**src/cache_err_pkg.sv**
```systemverilog
package cache_err_pkg;

  // Datapath geometry
  localparam int unsigned DATA_W    = 64;
  localparam int unsigned DATA_BYTES = DATA_W / 8;
  localparam int unsigned TAG_W     = 21;
  localparam int unsigned TAG_RAMS  = 8;

  // Sticky interrupt line positions
  localparam int unsigned N_IRQ          = 6;
  localparam int unsigned IRQ_TAG_RD_PAR = 0;
  localparam int unsigned IRQ_TAG_RD_ERR = 1;
  localparam int unsigned IRQ_DAT_RD_PAR = 2;
  localparam int unsigned IRQ_DAT_RD_ERR = 3;
  localparam int unsigned IRQ_DAT_WR_ERR = 4;
  localparam int unsigned IRQ_TAG_WR_ERR = 5;
  localparam int unsigned N_EXT_IRQ      = 3;

  // Values after reset
  localparam logic                  IRQ_RESET    = 1'b0;
  localparam logic [DATA_BYTES-1:0] PAR_RESET    = 8'h00;
  localparam logic                  RESULT_RESET = 1'b0;

  // Operation that issued the RAM access
  typedef enum logic [2:0] {
    OP_SLAVE_READ = 3'h0,
    OP_SB_WRITE   = 3'h1,
    OP_ALLOC      = 3'h2,
    OP_CLEAN      = 3'h3,
    OP_INVAL      = 3'h4,
    OP_CLEAN_INV  = 3'h5
  } op_e;

  // RAM access phase inside that operation
  typedef enum logic [1:0] {
    PH_TAG_READ   = 2'h0,
    PH_DATA_READ  = 2'h1,
    PH_TAG_WRITE  = 2'h2,
    PH_DATA_WRITE = 2'h3
  } phase_e;

  // One completed RAM access, reported on the cycle its data returns
  typedef struct packed {
    logic                  valid;
    op_e                   op;
    phase_e                phase;
    logic                  write_back;
    logic [DATA_W-1:0]     rd_data;
    logic [DATA_BYTES-1:0] rd_par;
  } ram_access_s;

  // Verdict on the operation
  typedef struct packed {
    logic cancel;
    logic skip_evict;
    logic mark_dirty;
  } op_result_s;

  // Write data heading to the RAMs
  typedef struct packed {
    logic [DATA_W-1:0] data;
    logic [TAG_W-1:0]  tag;
  } ram_write_s;

endpackage

```
**src/byte_parity.sv**
```systemverilog
`timescale 1ns/1ps
module byte_parity #(
  parameter int unsigned BYTES = 8
) (
  input  wire logic [BYTES*8-1:0] data,   // Bytes to cover
  output logic      [BYTES-1:0]   parity  // Even parity, one bit per byte
);

  genvar i;
  generate
    for (i = 0; i < BYTES; i++) begin : g_byte
      assign parity[i] = ^data[i*8 +: 8];
    end
  endgenerate

endmodule

```
**src/sticky_flag.sv**
```systemverilog
`timescale 1ns/1ps
module sticky_flag (
  input  wire logic clk,     // Clock
  input  wire logic rstn,    // Async reset, active low
  input  wire logic set,     // Event pulse
  input  wire logic clr,     // Clear pulse
  output logic      flag_d,  // Next value
  output logic      flag_q   // Sticky flag
);
  import cache_err_pkg::*;

  // Set beats a clear in the same cycle
  always_comb begin
    flag_d = set | (flag_q & ~clr);
  end

  always_ff @(posedge clk or negedge rstn) begin
    if (!rstn) begin
      flag_q <= IRQ_RESET;
    end else begin
      flag_q <= flag_d;
    end
  end

endmodule

```
**src/cache_ram_error_reporting.sv**
```systemverilog
// Summary of operation
// - Slave read tag lookup parity or RAM fault raises tag-read parity/error line.
// - Slave read data RAM fault is reported on the tag-read parity/error pair.
// - Store-buffer write tag fault raises tag-read line and cancels the cache write.
// - Store-buffer data write fault raises data-write line; write-back still marks dirty.
// - Allocation victim tag read fault raises tag-read line and abandons allocation.
// - Allocation eviction data read fault raises data-read line; RAM error skips eviction.
// - Allocation tag write RAM fault raises tag-write error line.
// - Allocation data write RAM fault raises data-write error line.
// - Clean tag read fault raises tag-read line and cancels the clean.
// - Clean data read fault raises data-read line; clean completes, RAM error skips eviction.
// - Invalidate tag read fault raises tag-read line and cancels the invalidate.
// - Invalidate or clean-invalidate valid-bit tag write fault raises tag-write error line.
// - Clean-invalidate tag read fault raises tag-read line and cancels the operation.
// - Clean-invalidate data read fault raises data-read line; RAM error skips eviction.
// - RAM error inputs are handled like detected parity errors, but only RAM errors skip eviction or flag write phases.
// - Data RAM write parity is generated per byte.
// - Every error interrupt line is sticky until cleared.
// - Combined interrupt is the OR of all nine interrupt lines.
`timescale 1ns/1ps
module cache_ram_error_reporting (
  input  wire logic                                clk,                  // 25 MHz clock
  input  wire logic                                rstn,                 // Async reset, active low
  input  cache_err_pkg::ram_access_s               access,               // Completed RAM access
  input  wire logic                                data_ram_error_in,    // Data RAM error
  input  wire logic [cache_err_pkg::TAG_RAMS-1:0]  tag_ram_error_in,     // Tag RAM errors
  input  cache_err_pkg::ram_write_s                wr,                   // RAM write data
  input  wire logic [cache_err_pkg::N_IRQ-1:0]     irq_clear,            // Clear pulses per line
  input  wire logic [cache_err_pkg::N_EXT_IRQ-1:0] ext_irq,              // Other three lines
  output logic                                     tag_read_parity_irq,  // Tag read parity
  output logic                                     tag_read_error_irq,   // Tag read RAM error
  output logic                                     data_read_parity_irq, // Data read parity
  output logic                                     data_read_error_irq,  // Data read RAM error
  output logic                                     data_write_error_irq, // Data write RAM error
  output logic                                     tag_write_error_irq,  // Tag write RAM error
  output logic                                     combined_irq,         // OR of nine lines
  output cache_err_pkg::op_result_s                result,               // Operation verdict
  output logic [cache_err_pkg::DATA_BYTES-1:0]     data_wr_par,          // Data write parity
  output logic                                     tag_wr_par            // Tag write parity
);
  import cache_err_pkg::*;

  ////////////////////////////////////////////////////////////////////////////
  // Parity check on read data and parity generation for writes

  logic [DATA_BYTES-1:0] rd_par_calc;
  logic [DATA_BYTES-1:0] wr_par_calc;
  logic                  tag_par_bad;
  logic                  data_par_bad;

  byte_parity #(.BYTES(DATA_BYTES)) u_rd_par (
    .data   (access.rd_data),
    .parity (rd_par_calc)
  );

  byte_parity #(.BYTES(DATA_BYTES)) u_wr_par (
    .data   (wr.data),
    .parity (wr_par_calc)
  );

  always_comb begin
    tag_par_bad  = (^access.rd_data[TAG_W-1:0]) ^ access.rd_par[0];
    data_par_bad = |(rd_par_calc ^ access.rd_par);
  end

  ////////////////////////////////////////////////////////////////////////////
  // Error classification and verdict

  logic             is_tag;
  logic             par_err;
  logic             ram_err;
  logic             any_err;
  logic [N_IRQ-1:0] irq_set;
  op_result_s       result_d;
  op_result_s       result_q;

  always_comb begin
    is_tag   = (access.phase == PH_TAG_READ) || (access.phase == PH_TAG_WRITE);
    ram_err  = is_tag ? |tag_ram_error_in : data_ram_error_in;
    par_err  = 1'b0;
    if (access.phase == PH_TAG_READ) begin
      par_err = tag_par_bad;
    end else if (access.phase == PH_DATA_READ) begin
      par_err = data_par_bad;
    end
    any_err  = par_err | ram_err;
    irq_set  = '0;
    result_d = '0;
    if (access.valid) begin
      case (access.phase)
        PH_TAG_READ: begin
          irq_set[IRQ_TAG_RD_PAR] = par_err;
          irq_set[IRQ_TAG_RD_ERR] = ram_err;
          if (access.op != OP_SLAVE_READ) begin
            result_d.cancel = any_err;
          end
        end
        PH_DATA_READ: begin
          if (access.op == OP_SLAVE_READ) begin
            irq_set[IRQ_TAG_RD_PAR] = par_err;
            irq_set[IRQ_TAG_RD_ERR] = ram_err;
          end else begin
            irq_set[IRQ_DAT_RD_PAR] = par_err;
            irq_set[IRQ_DAT_RD_ERR] = ram_err;
            if (access.op == OP_ALLOC || access.op == OP_CLEAN || access.op == OP_CLEAN_INV) begin
              result_d.skip_evict = ram_err;
            end
          end
        end
        PH_TAG_WRITE: begin
          irq_set[IRQ_TAG_WR_ERR] = ram_err;
        end
        PH_DATA_WRITE: begin
          irq_set[IRQ_DAT_WR_ERR] = ram_err;
          result_d.mark_dirty     = (access.op == OP_SB_WRITE) && access.write_back;
        end
        default: begin
          irq_set = '0;
        end
      endcase
    end
  end

  always_ff @(posedge clk or negedge rstn) begin
    if (!rstn) begin
      result_q <= '{cancel: RESULT_RESET, skip_evict: RESULT_RESET, mark_dirty: RESULT_RESET};
    end else begin
      result_q <= result_d;
    end
  end

  assign result = result_q;

  ////////////////////////////////////////////////////////////////////////////
  // Sticky interrupt lines

  logic [N_IRQ-1:0] flag_d;
  logic [N_IRQ-1:0] flag_q;

  genvar g;
  generate
    for (g = 0; g < N_IRQ; g++) begin : g_irq
      sticky_flag u_flag (
        .clk    (clk),
        .rstn   (rstn),
        .set    (irq_set[g]),
        .clr    (irq_clear[g]),
        .flag_d (flag_d[g]),
        .flag_q (flag_q[g])
      );
    end
  endgenerate

  assign tag_read_parity_irq  = flag_q[IRQ_TAG_RD_PAR];
  assign tag_read_error_irq   = flag_q[IRQ_TAG_RD_ERR];
  assign data_read_parity_irq = flag_q[IRQ_DAT_RD_PAR];
  assign data_read_error_irq  = flag_q[IRQ_DAT_RD_ERR];
  assign data_write_error_irq = flag_q[IRQ_DAT_WR_ERR];
  assign tag_write_error_irq  = flag_q[IRQ_TAG_WR_ERR];

  ////////////////////////////////////////////////////////////////////////////
  // Combined line and write parity registers

  logic                  combined_d;
  logic                  combined_q;
  logic [DATA_BYTES-1:0] data_wr_par_d;
  logic [DATA_BYTES-1:0] data_wr_par_q;
  logic                  tag_wr_par_d;
  logic                  tag_wr_par_q;

  always_comb begin
    combined_d    = |flag_d | |ext_irq;
    data_wr_par_d = wr_par_calc;
    tag_wr_par_d  = ^wr.tag;
  end

  always_ff @(posedge clk or negedge rstn) begin
    if (!rstn) begin
      combined_q    <= IRQ_RESET;
      data_wr_par_q <= PAR_RESET;
      tag_wr_par_q  <= RESULT_RESET;
    end else begin
      combined_q    <= combined_d;
      data_wr_par_q <= data_wr_par_d;
      tag_wr_par_q  <= tag_wr_par_d;
    end
  end

  assign combined_irq = combined_q;
  assign data_wr_par  = data_wr_par_q;
  assign tag_wr_par   = tag_wr_par_q;
endmodule

```
**config.mk**
```make
export PLATFORM = sky130hd
export DESIGN_NAME = cache_ram_error_reporting
export DESIGN_NICKNAME = d
export VERILOG_FILES = /design/src/cache_err_pkg.sv /design/src/byte_parity.sv /design/src/sticky_flag.sv /design/src/cache_ram_error_reporting.sv
export SDC_FILE = /design/constraint.sdc
export NUM_CORES = 1
export LEC_CHECK = 0
export BUFFER_PORTS_ARGS = -buffer_cell sky130_fd_sc_hd__buf_2
export CELL_PAD_IN_SITES_DETAIL_PLACEMENT = 0
export CELL_PAD_IN_SITES_GLOBAL_PLACEMENT = 1
export CORE_UTILIZATION = 24
export DETAILED_ROUTE_END_ITERATION = 10
export PLACE_DENSITY = 0.9
export SETUP_SLACK_MARGIN = 0.05
export SLEW_MARGIN = 25
export SYNTH_ARGS = -nofsm -noshare
export SYNTH_HDL_FRONTEND = slang
export SYNTH_SLANG_ARGS = --single-unit
```
**constraint.sdc**
```tcl
create_clock -name clk -period 1.5 [get_ports clk]
set_clock_uncertainty 0.2 [all_clocks]
set_input_delay 0.3 -clock clk [delete_from_list [all_inputs] [get_ports clk]]
set_output_delay 0.3 -clock clk [all_outputs]
set_load 0.05 [all_outputs]
```
# Yosys cells after proc, flatten, opt, wreduce, memory -nomap -nowiden
# Cells that the tools add are included.
[classes]
bitwise_logic = 22
mul = 0
add_sub_neg = 0
n_reduce_logical = 29
eq_ne = 7
mux = 17
div_mod_pow = 0
n_lt_le_gt_ge = 0
shift = 0
[op_table]
columns = ["op", "count"]
rows = [
  ["parity 8 bit", 16],
  ["parity 21 bit", 2],
  ["OR reduction 8 bit", 2],
  ["two-way mux 1 bit", 11],
  ["OR 1 bit", 8],
  ["XOR 8 bit", 1],
  ["AND 1 bit", 6],
  ["equality test 3 x 2 -> 1 bit, second input constant", 2],
  ["two-way mux 2 bit", 3],
  ["two-way mux 6 bit", 1],
  ["inverter 1 bit", 6],
  ["OR reduction 6 bit", 1],
  ["equality test 2 bit, second input constant", 2],
  ["one-hot mux 2 bit (2 select lines)", 1],
  ["equality test 3 x 1 -> 1 bit, second input constant", 1],
  ["equality test 3 bit, second input constant", 1],
  ["zero test 3 bit", 1],
  ["logical OR 1 bit", 3],
  ["two-way mux 3 bit", 1],
  ["nonzero test 3 bit", 1],
  ["OR reduction 3 bit", 1],
  ["equality test 2 x 1 -> 1 bit, second input constant", 1],
  ["zero test 2 bit", 1],
  ["logical AND 1 bit", 1],
  ["XOR 1 bit", 1],
]
[totals]
mem_count = 0
inputBits = 184
elab_cells = 87
mem_bits_ro = 0
reg_bits = 19
latchBits = 0
ramBits = 0

# Depth between registers and ports, before layout
[logic_depth]
word_depth = 11
ltp_mapped = 6
depth_no_buf = 6

# Modules after synthesis
# Synthesis repeated with hierarchy kept, for this count alone.
[unflattened]
cells_unflattened = 222
hier_area_um2 = 2132.0
[by_module_without_submodules]
columns = ["module", "area_each_um2", "seq_area_each_um2", "cells_each", "n_inst"]
rows = [
  ["byte_parity", 490.5, 0.0, 56, 2],
  ["cache_ram_error_reporting", 933.4, 325.3, 92, 1],
  ["sticky_flag", 36.3, 25.0, 3, 6],
]

# Worst setup path after synthesis
# Ideal clock, no wire load.
[synth_timing]
path_kind = "in2reg"
start = "input access[25] (netlist name)"
end = "register combined_q (netlist: combined_irq)"
arrival_ns = 1.698
setup_time_ns = 0.135
t_required_ns = 1.165
cell_stages = 6
n_path_buf = 0
setup_slack_ns = -0.533
path_cell_list = "xnor3_1 xnor2_2 xnor3_1 xor2_1 o22ai_1 nand3b_1"
[synth_between]
elab_chain_len = 11
[synth_lines]
columns = ["element", "line_no", "source"]
rows = [
  ["start, declared", "cache_ram_error_reporting.sv:24", "input cache_err_pkg::ram_access_s access,"],
  ["parity 8 bit", "byte_parity.sv:12", "assign parity[i] = ^data[i*8 +: 8];"],
  ["XOR 8 bit", "cache_ram_error_reporting.sv:63", "data_par_bad = |(rd_par_calc ^ access.rd_par);"],
  ["OR reduction 8 bit", "cache_ram_error_reporting.sv:63", ""],
  ["two-way mux 1 bit", "cache_ram_error_reporting.sv:83", "end else if (access.phase == PH_DATA_READ) begin"],
  ["two-way mux 1 bit *", "cache_ram_error_reporting.sv:81", "if (access.phase == PH_TAG_READ) begin"],
  ["two-way mux 2 bit", "cache_ram_error_reporting.sv:99", "if (access.op == OP_SLAVE_READ) begin"],
  ["one-hot mux 2 bit (2 select lines) / two-way mux 2 bit (equally long branches)", "cache_ram_error_reporting.sv:90", "case (access.phase)"],
  ["two-way mux 6 bit *", "cache_ram_error_reporting.sv:89", "if (access.valid) begin"],
  ["OR 1 bit", "sticky_flag.sv:14", "flag_d = set | (flag_q & ~clr);"],
  ["OR reduction 6 bit *", "cache_ram_error_reporting.sv:172", "combined_d = |flag_d | |ext_irq;"],
  ["OR 1 bit *", "cache_ram_error_reporting.sv:172", ""],
  ["via combined_d", "cache_ram_error_reporting.sv:164", "logic combined_d;"],
  ["end signal, assigned", "cache_ram_error_reporting.sv:183", "combined_q <= combined_d;"],
  ["end, declared", "cache_ram_error_reporting.sv:165", "logic combined_q;"],
]
# Mark *: on every way through the listed nets, which the timed path passes. The rest lies on a longest branch.

# Final worst setup path
[layout_timing]
start = "input tag_ram_error_in[4] (netlist name)"
end = "register combined_q (netlist: combined_irq)"
[layout_between]
elab_chain_len = 8
[layout_lines]
columns = ["element", "line_no", "source"]
rows = [
  ["start, declared", "cache_ram_error_reporting.sv:26", "input wire logic [cache_err_pkg::TAG_RAMS-1:0] tag_ram_error_in,"],
  ["OR reduction 8 bit", "cache_ram_error_reporting.sv:79", "ram_err = is_tag ? |tag_ram_error_in : data_ram_error_in;"],
  ["two-way mux 1 bit", "cache_ram_error_reporting.sv:79", ""],
  ["two-way mux 2 bit", "cache_ram_error_reporting.sv:99", ""],
  ["two-way mux 2 bit", "cache_ram_error_reporting.sv:90", ""],
  ["two-way mux 6 bit", "cache_ram_error_reporting.sv:89", ""],
  ["OR 1 bit", "sticky_flag.sv:14", ""],
  ["via g_irq[3].u_flag.flag_d", "sticky_flag.sv:7", "output logic flag_d,"],
  ["OR reduction 6 bit", "cache_ram_error_reporting.sv:172", ""],
  ["OR 1 bit", "cache_ram_error_reporting.sv:172", ""],
  ["via combined_d", "cache_ram_error_reporting.sv:164", ""],
]
# The timed path passes the listed nets, and every way through them passes these cells.

==> reports/metrics.json <==
{
  "run_status": {
    "run_status": "complete, but fails checks",
    "failing_checks": "setup timing"
  },
  "min_path": {
    "min_path_type": "in2reg"
  },
  "cells_and_area": {
    "mostFrequentLayoutCells": "sky130_fd_sc_hd__buf_2, sky130_fd_sc_hd__xnor2_1, sky130_fd_sc_hd__xor2_1",
    "layout-drive-gt1-share_pct": 55.7,
    "non_filler_instances": 525,
    "n_antenna_cell": 0,
    "finish.net_count": 605,
    "layout.cells.most_common": "sky130_fd_sc_hd__buf_2",
    "layout-area-overhead-vs-synth_pct": 69.1,
    "fillers": 816,
    "final_util_pct": 41.9
  },
  "logic_synthesis": {
    "yosys.area_share.simple_pct": 7.44,
    "yosysTopAreaCellShare_pct": 45.2,
    "synth_compound_gate_area_share_pct": 4.00,
    "synthCells": 197,
    "synth_top_area_cell": "sky130_fd_sc_hd__xnor2_1",
    "synth_top_family_by_area": "XOR/XNOR gates",
    "synth.yosys.seq_area_share_pct": 23.4,
    "dominantRegCellSynth": "sky130_fd_sc_hd__dfrtp_1",
    "total_of_flip_flops_plus_latches_after_synthesis": 19,
    "synth_nets": 381,
    "muxShareOfSynthArea_pct": 0.492,
    "synth_warnings": 0,
    "syn_area_per_cell_um2": 10.3,
    "synthXorXnorAreaFrac_pct": 63.6,
    "synth.area.top_cells": "sky130_fd_sc_hd__xnor2_1, sky130_fd_sc_hd__dfrtp_1, sky130_fd_sc_hd__xor2_1",
    "synth_fa_ha_area_share_pct": 0,
    "yosysUniqueCellTypes": 28,
    "async_reset_ff_share_pct": 100,
    "synth_area_um2": 2040,
    "number_of_enable_type_register_cells_in_the_synthesized_netlist": 0
  },
  "clock_network": {
    "clock-root-buffer": "sky130_fd_sc_hd__clkbuf_8",
    "clock_path_buffers": 2,
    "tritoncts.num_buffers": 3,
    "path_clk_slew_ns": 0.07,
    "clock_sinks": 19,
    "tritoncts_clock_tree": "done",
    "clkLatencyLatePin_ns": 0.25,
    "htree_num_levels": 1
  },
  "timing": {
    "hold_viol_final": 0,
    "max_freq_mhz": 505,
    "report.final.setup_viol": 8,
    "fin_tns_setup_ns": -1.81,
    "finalCriticalPeriod_ns": 1.98,
    "fin_worst_hold_slack_ns": 0.0390,
    "rsz0062_at_grt": "yes",
    "finalCritPeriodShare_pct": 132,
    "timing_max_transition_violations_final": 0,
    "maxSlewHeadroom_pct": 70.6,
    "crit_path_setup_slack_layout_ns": -0.482,
    "worst_slew_pin_slew_ns": 0.441
  },
  "route": {
    "detailedRoute.firstPassIterationCount": 4,
    "detailedRoute.firstIterationViolations": 9,
    "post_drt_wl_per_cell_um": 10.1,
    "antenna_left": 0,
    "avgViaCountPerCell": 4.00,
    "wirelength_mm": 5.30,
    "via_count": 2100,
    "post-route-drc-count": 0
  },
  "grt": {
    "overflow": 0,
    "grtUsageTotal_pct": 11.4,
    "vias_in_the_first_global_route": 2038,
    "grt_max_degree": 20,
    "grt_antenna_before_repair": 0,
    "global_route_wire_length_before_repair_mm": 8.00
  },
  "critical_path": {
    "critPathRequiredTime_ns": 1.43,
    "timing.critical_path.fanout_max": 5,
    "crit_path_cell_trace": "buf_6 -> or4_4 -> nor4_4 -> a21o_2 -> o32ai_2 -> nor4_1 -> nand3b_1",
    "worst-endpoint-arrival_ns": 1.91,
    "worstSetupEndpointType": "flip-flop",
    "master_of_the_slowest_instance_on_the_critical_path": "sky130_fd_sc_hd__or4_4",
    "critPathMaxStageDelay_ns": 0.53,
    "worst-setup-path-type": "in2reg",
    "setup.worst_path.start_class": "primary input"
  },
  "placement": {
    "post-place-cells": 517,
    "placer_congestion_estimate": 0.741,
    "dp.final_hpwl_mm": 4.80,
    "port-buffer-count": 202
  },
  "power": {
    "vdd.ir_drop.worst_mv": 0.367,
    "power.density_cell_area_nw_per_um2": 838,
    "p_leak_nw": 1.70
  },
  "run": {
    "maxCapViolations": 0
  },
  "floorplan": {
    "core_region_um2": 8220,
    "die-width_um": 94.1,
    "die_area_um2": 8850,
    "boundaryPins": 203,
    "vertical_die_dimension_um": 94.1,
    "placement_rows": 33,
    "starting_density_of_the_core_pct": 24.8
  }
}
## stage by stage
step | power, W | area, um2 | worst slack (ns)
2_1_floorplan | 0.00196 | 2060 | -0.475
3_3_place_gp | 0.00251 | 3300 | -0.700
3_5_place_dp | 0.00253 | 3300 | -0.744
4_1_cts | 0.00294 | 3420 | -0.458
5_1_grt | 0.00309 | 3440 | -0.599
6_report | 0.00289 | 3440 | -0.482
## cell usage after synthesis (2+ instances only)
cell,count
sky130_fd_sc_hd__o22ai_1,3
sky130_fd_sc_hd__xor2_1,23
sky130_fd_sc_hd__xnor2_1,105
sky130_fd_sc_hd__nand2_1,5
sky130_fd_sc_hd__nand3b_1,3
sky130_fd_sc_hd__nand2b_1,2
sky130_fd_sc_hd__nor2b_1,2
sky130_fd_sc_hd__o32ai_1,2
sky130_fd_sc_hd__or3_1,2
sky130_fd_sc_hd__inv_1,6
sky130_fd_sc_hd__xnor3_1,7
sky130_fd_sc_hd__nor3_1,3
sky130_fd_sc_hd__dfrtp_1,19
## repair_timing
| action | in CTS | in global routing |
|---|---|---|
| setup endpoints to repair | 8 | 8 |
| hold endpoints to repair | 19 | 0 |
| resized for setup | 7 | 2 |
| pin swaps | 1 | 2 |
| gates cloned | 0 | 0 |
| setup buffers | 3 | 1 |
| hold buffers | 1 | 0 |
## where the power goes
part	total [W]	switching [W]	internal [W]
sequential	0.000671	0.0000357	0.000635
clock	0.000360	0.000176	0.000184
combinational	0.00186	0.00101	0.000845
total	0.00289	0.00122	0.00166
## sequential cells by signal (all words and copies together), names as in the netlist
register and flops:
combined_irq 1, data_wr_par 8, g_irq.u_flag.flag_q 6, result 3, tag_wr_par 1
## worst max-delay path: cells and delay by family
| family | cells | cell delay [ns] |
|---|---|---|
| AND/OR/NAND/NOR | 4 | 1.22 |
| AO/OA/AOI/OAI | 2 | 0.31 |
| buffers and inverters | 1 | 0.09 |
## layer usage
| layer | share of wire [%] | track usage (%) |
|---|---|---|
| met2 | 57 | 24.1 |
| met5 | 0 | 0 |
| met3 | 8.3 | 2.18 |
| met4 | 1.3 | 3.97 |
| met1 | 33 | 10.5 |
## final timing paths
path | from | to | slack (ns) | depth (start not counted)
max | tag_ram_error_in[4] | combined_irq | -0.48 | 7
min | irq_clear[5] | g_irq[5].u_flag.flag_q | 0.04 | 2
max reg2reg | g_irq[5].u_flag.flag_q | combined_irq | 0.14 | 5
min reg2reg | g_irq[5].u_flag.flag_q | g_irq[5].u_flag.flag_q | 0.35 | 2
max in group asynchronous | rstn | tag_wr_par | 0.47 | 2
min in group asynchronous | rstn | result[0] | 0.32 | 2
## cells by family (layout without fill, tap and decap cells)
family	after synthesis	count (layout)
mux	1	1
buf+inv	6	229
simple gates	25	25
compound gates	10	10
xor+xnor	136	136
flops	19	19
## final cells by class
cell class | count | area [um2] | area share (%)
Clock buffer | 3 | 41.3 | 1.20
Sequential cell | 19 | 475 | 13.8
Multi-Input combinational cell | 172 | 1600 | 46.6
Timing Repair Buffer | 219 | 1160 | 33.8
Inverter | 6 | 22.5 | 0.654
Tap cell | 105 | 131 | 3.82
Clock inverter | 1 | 5.00 | 0.145
Power figures use the tool's default switching activity.
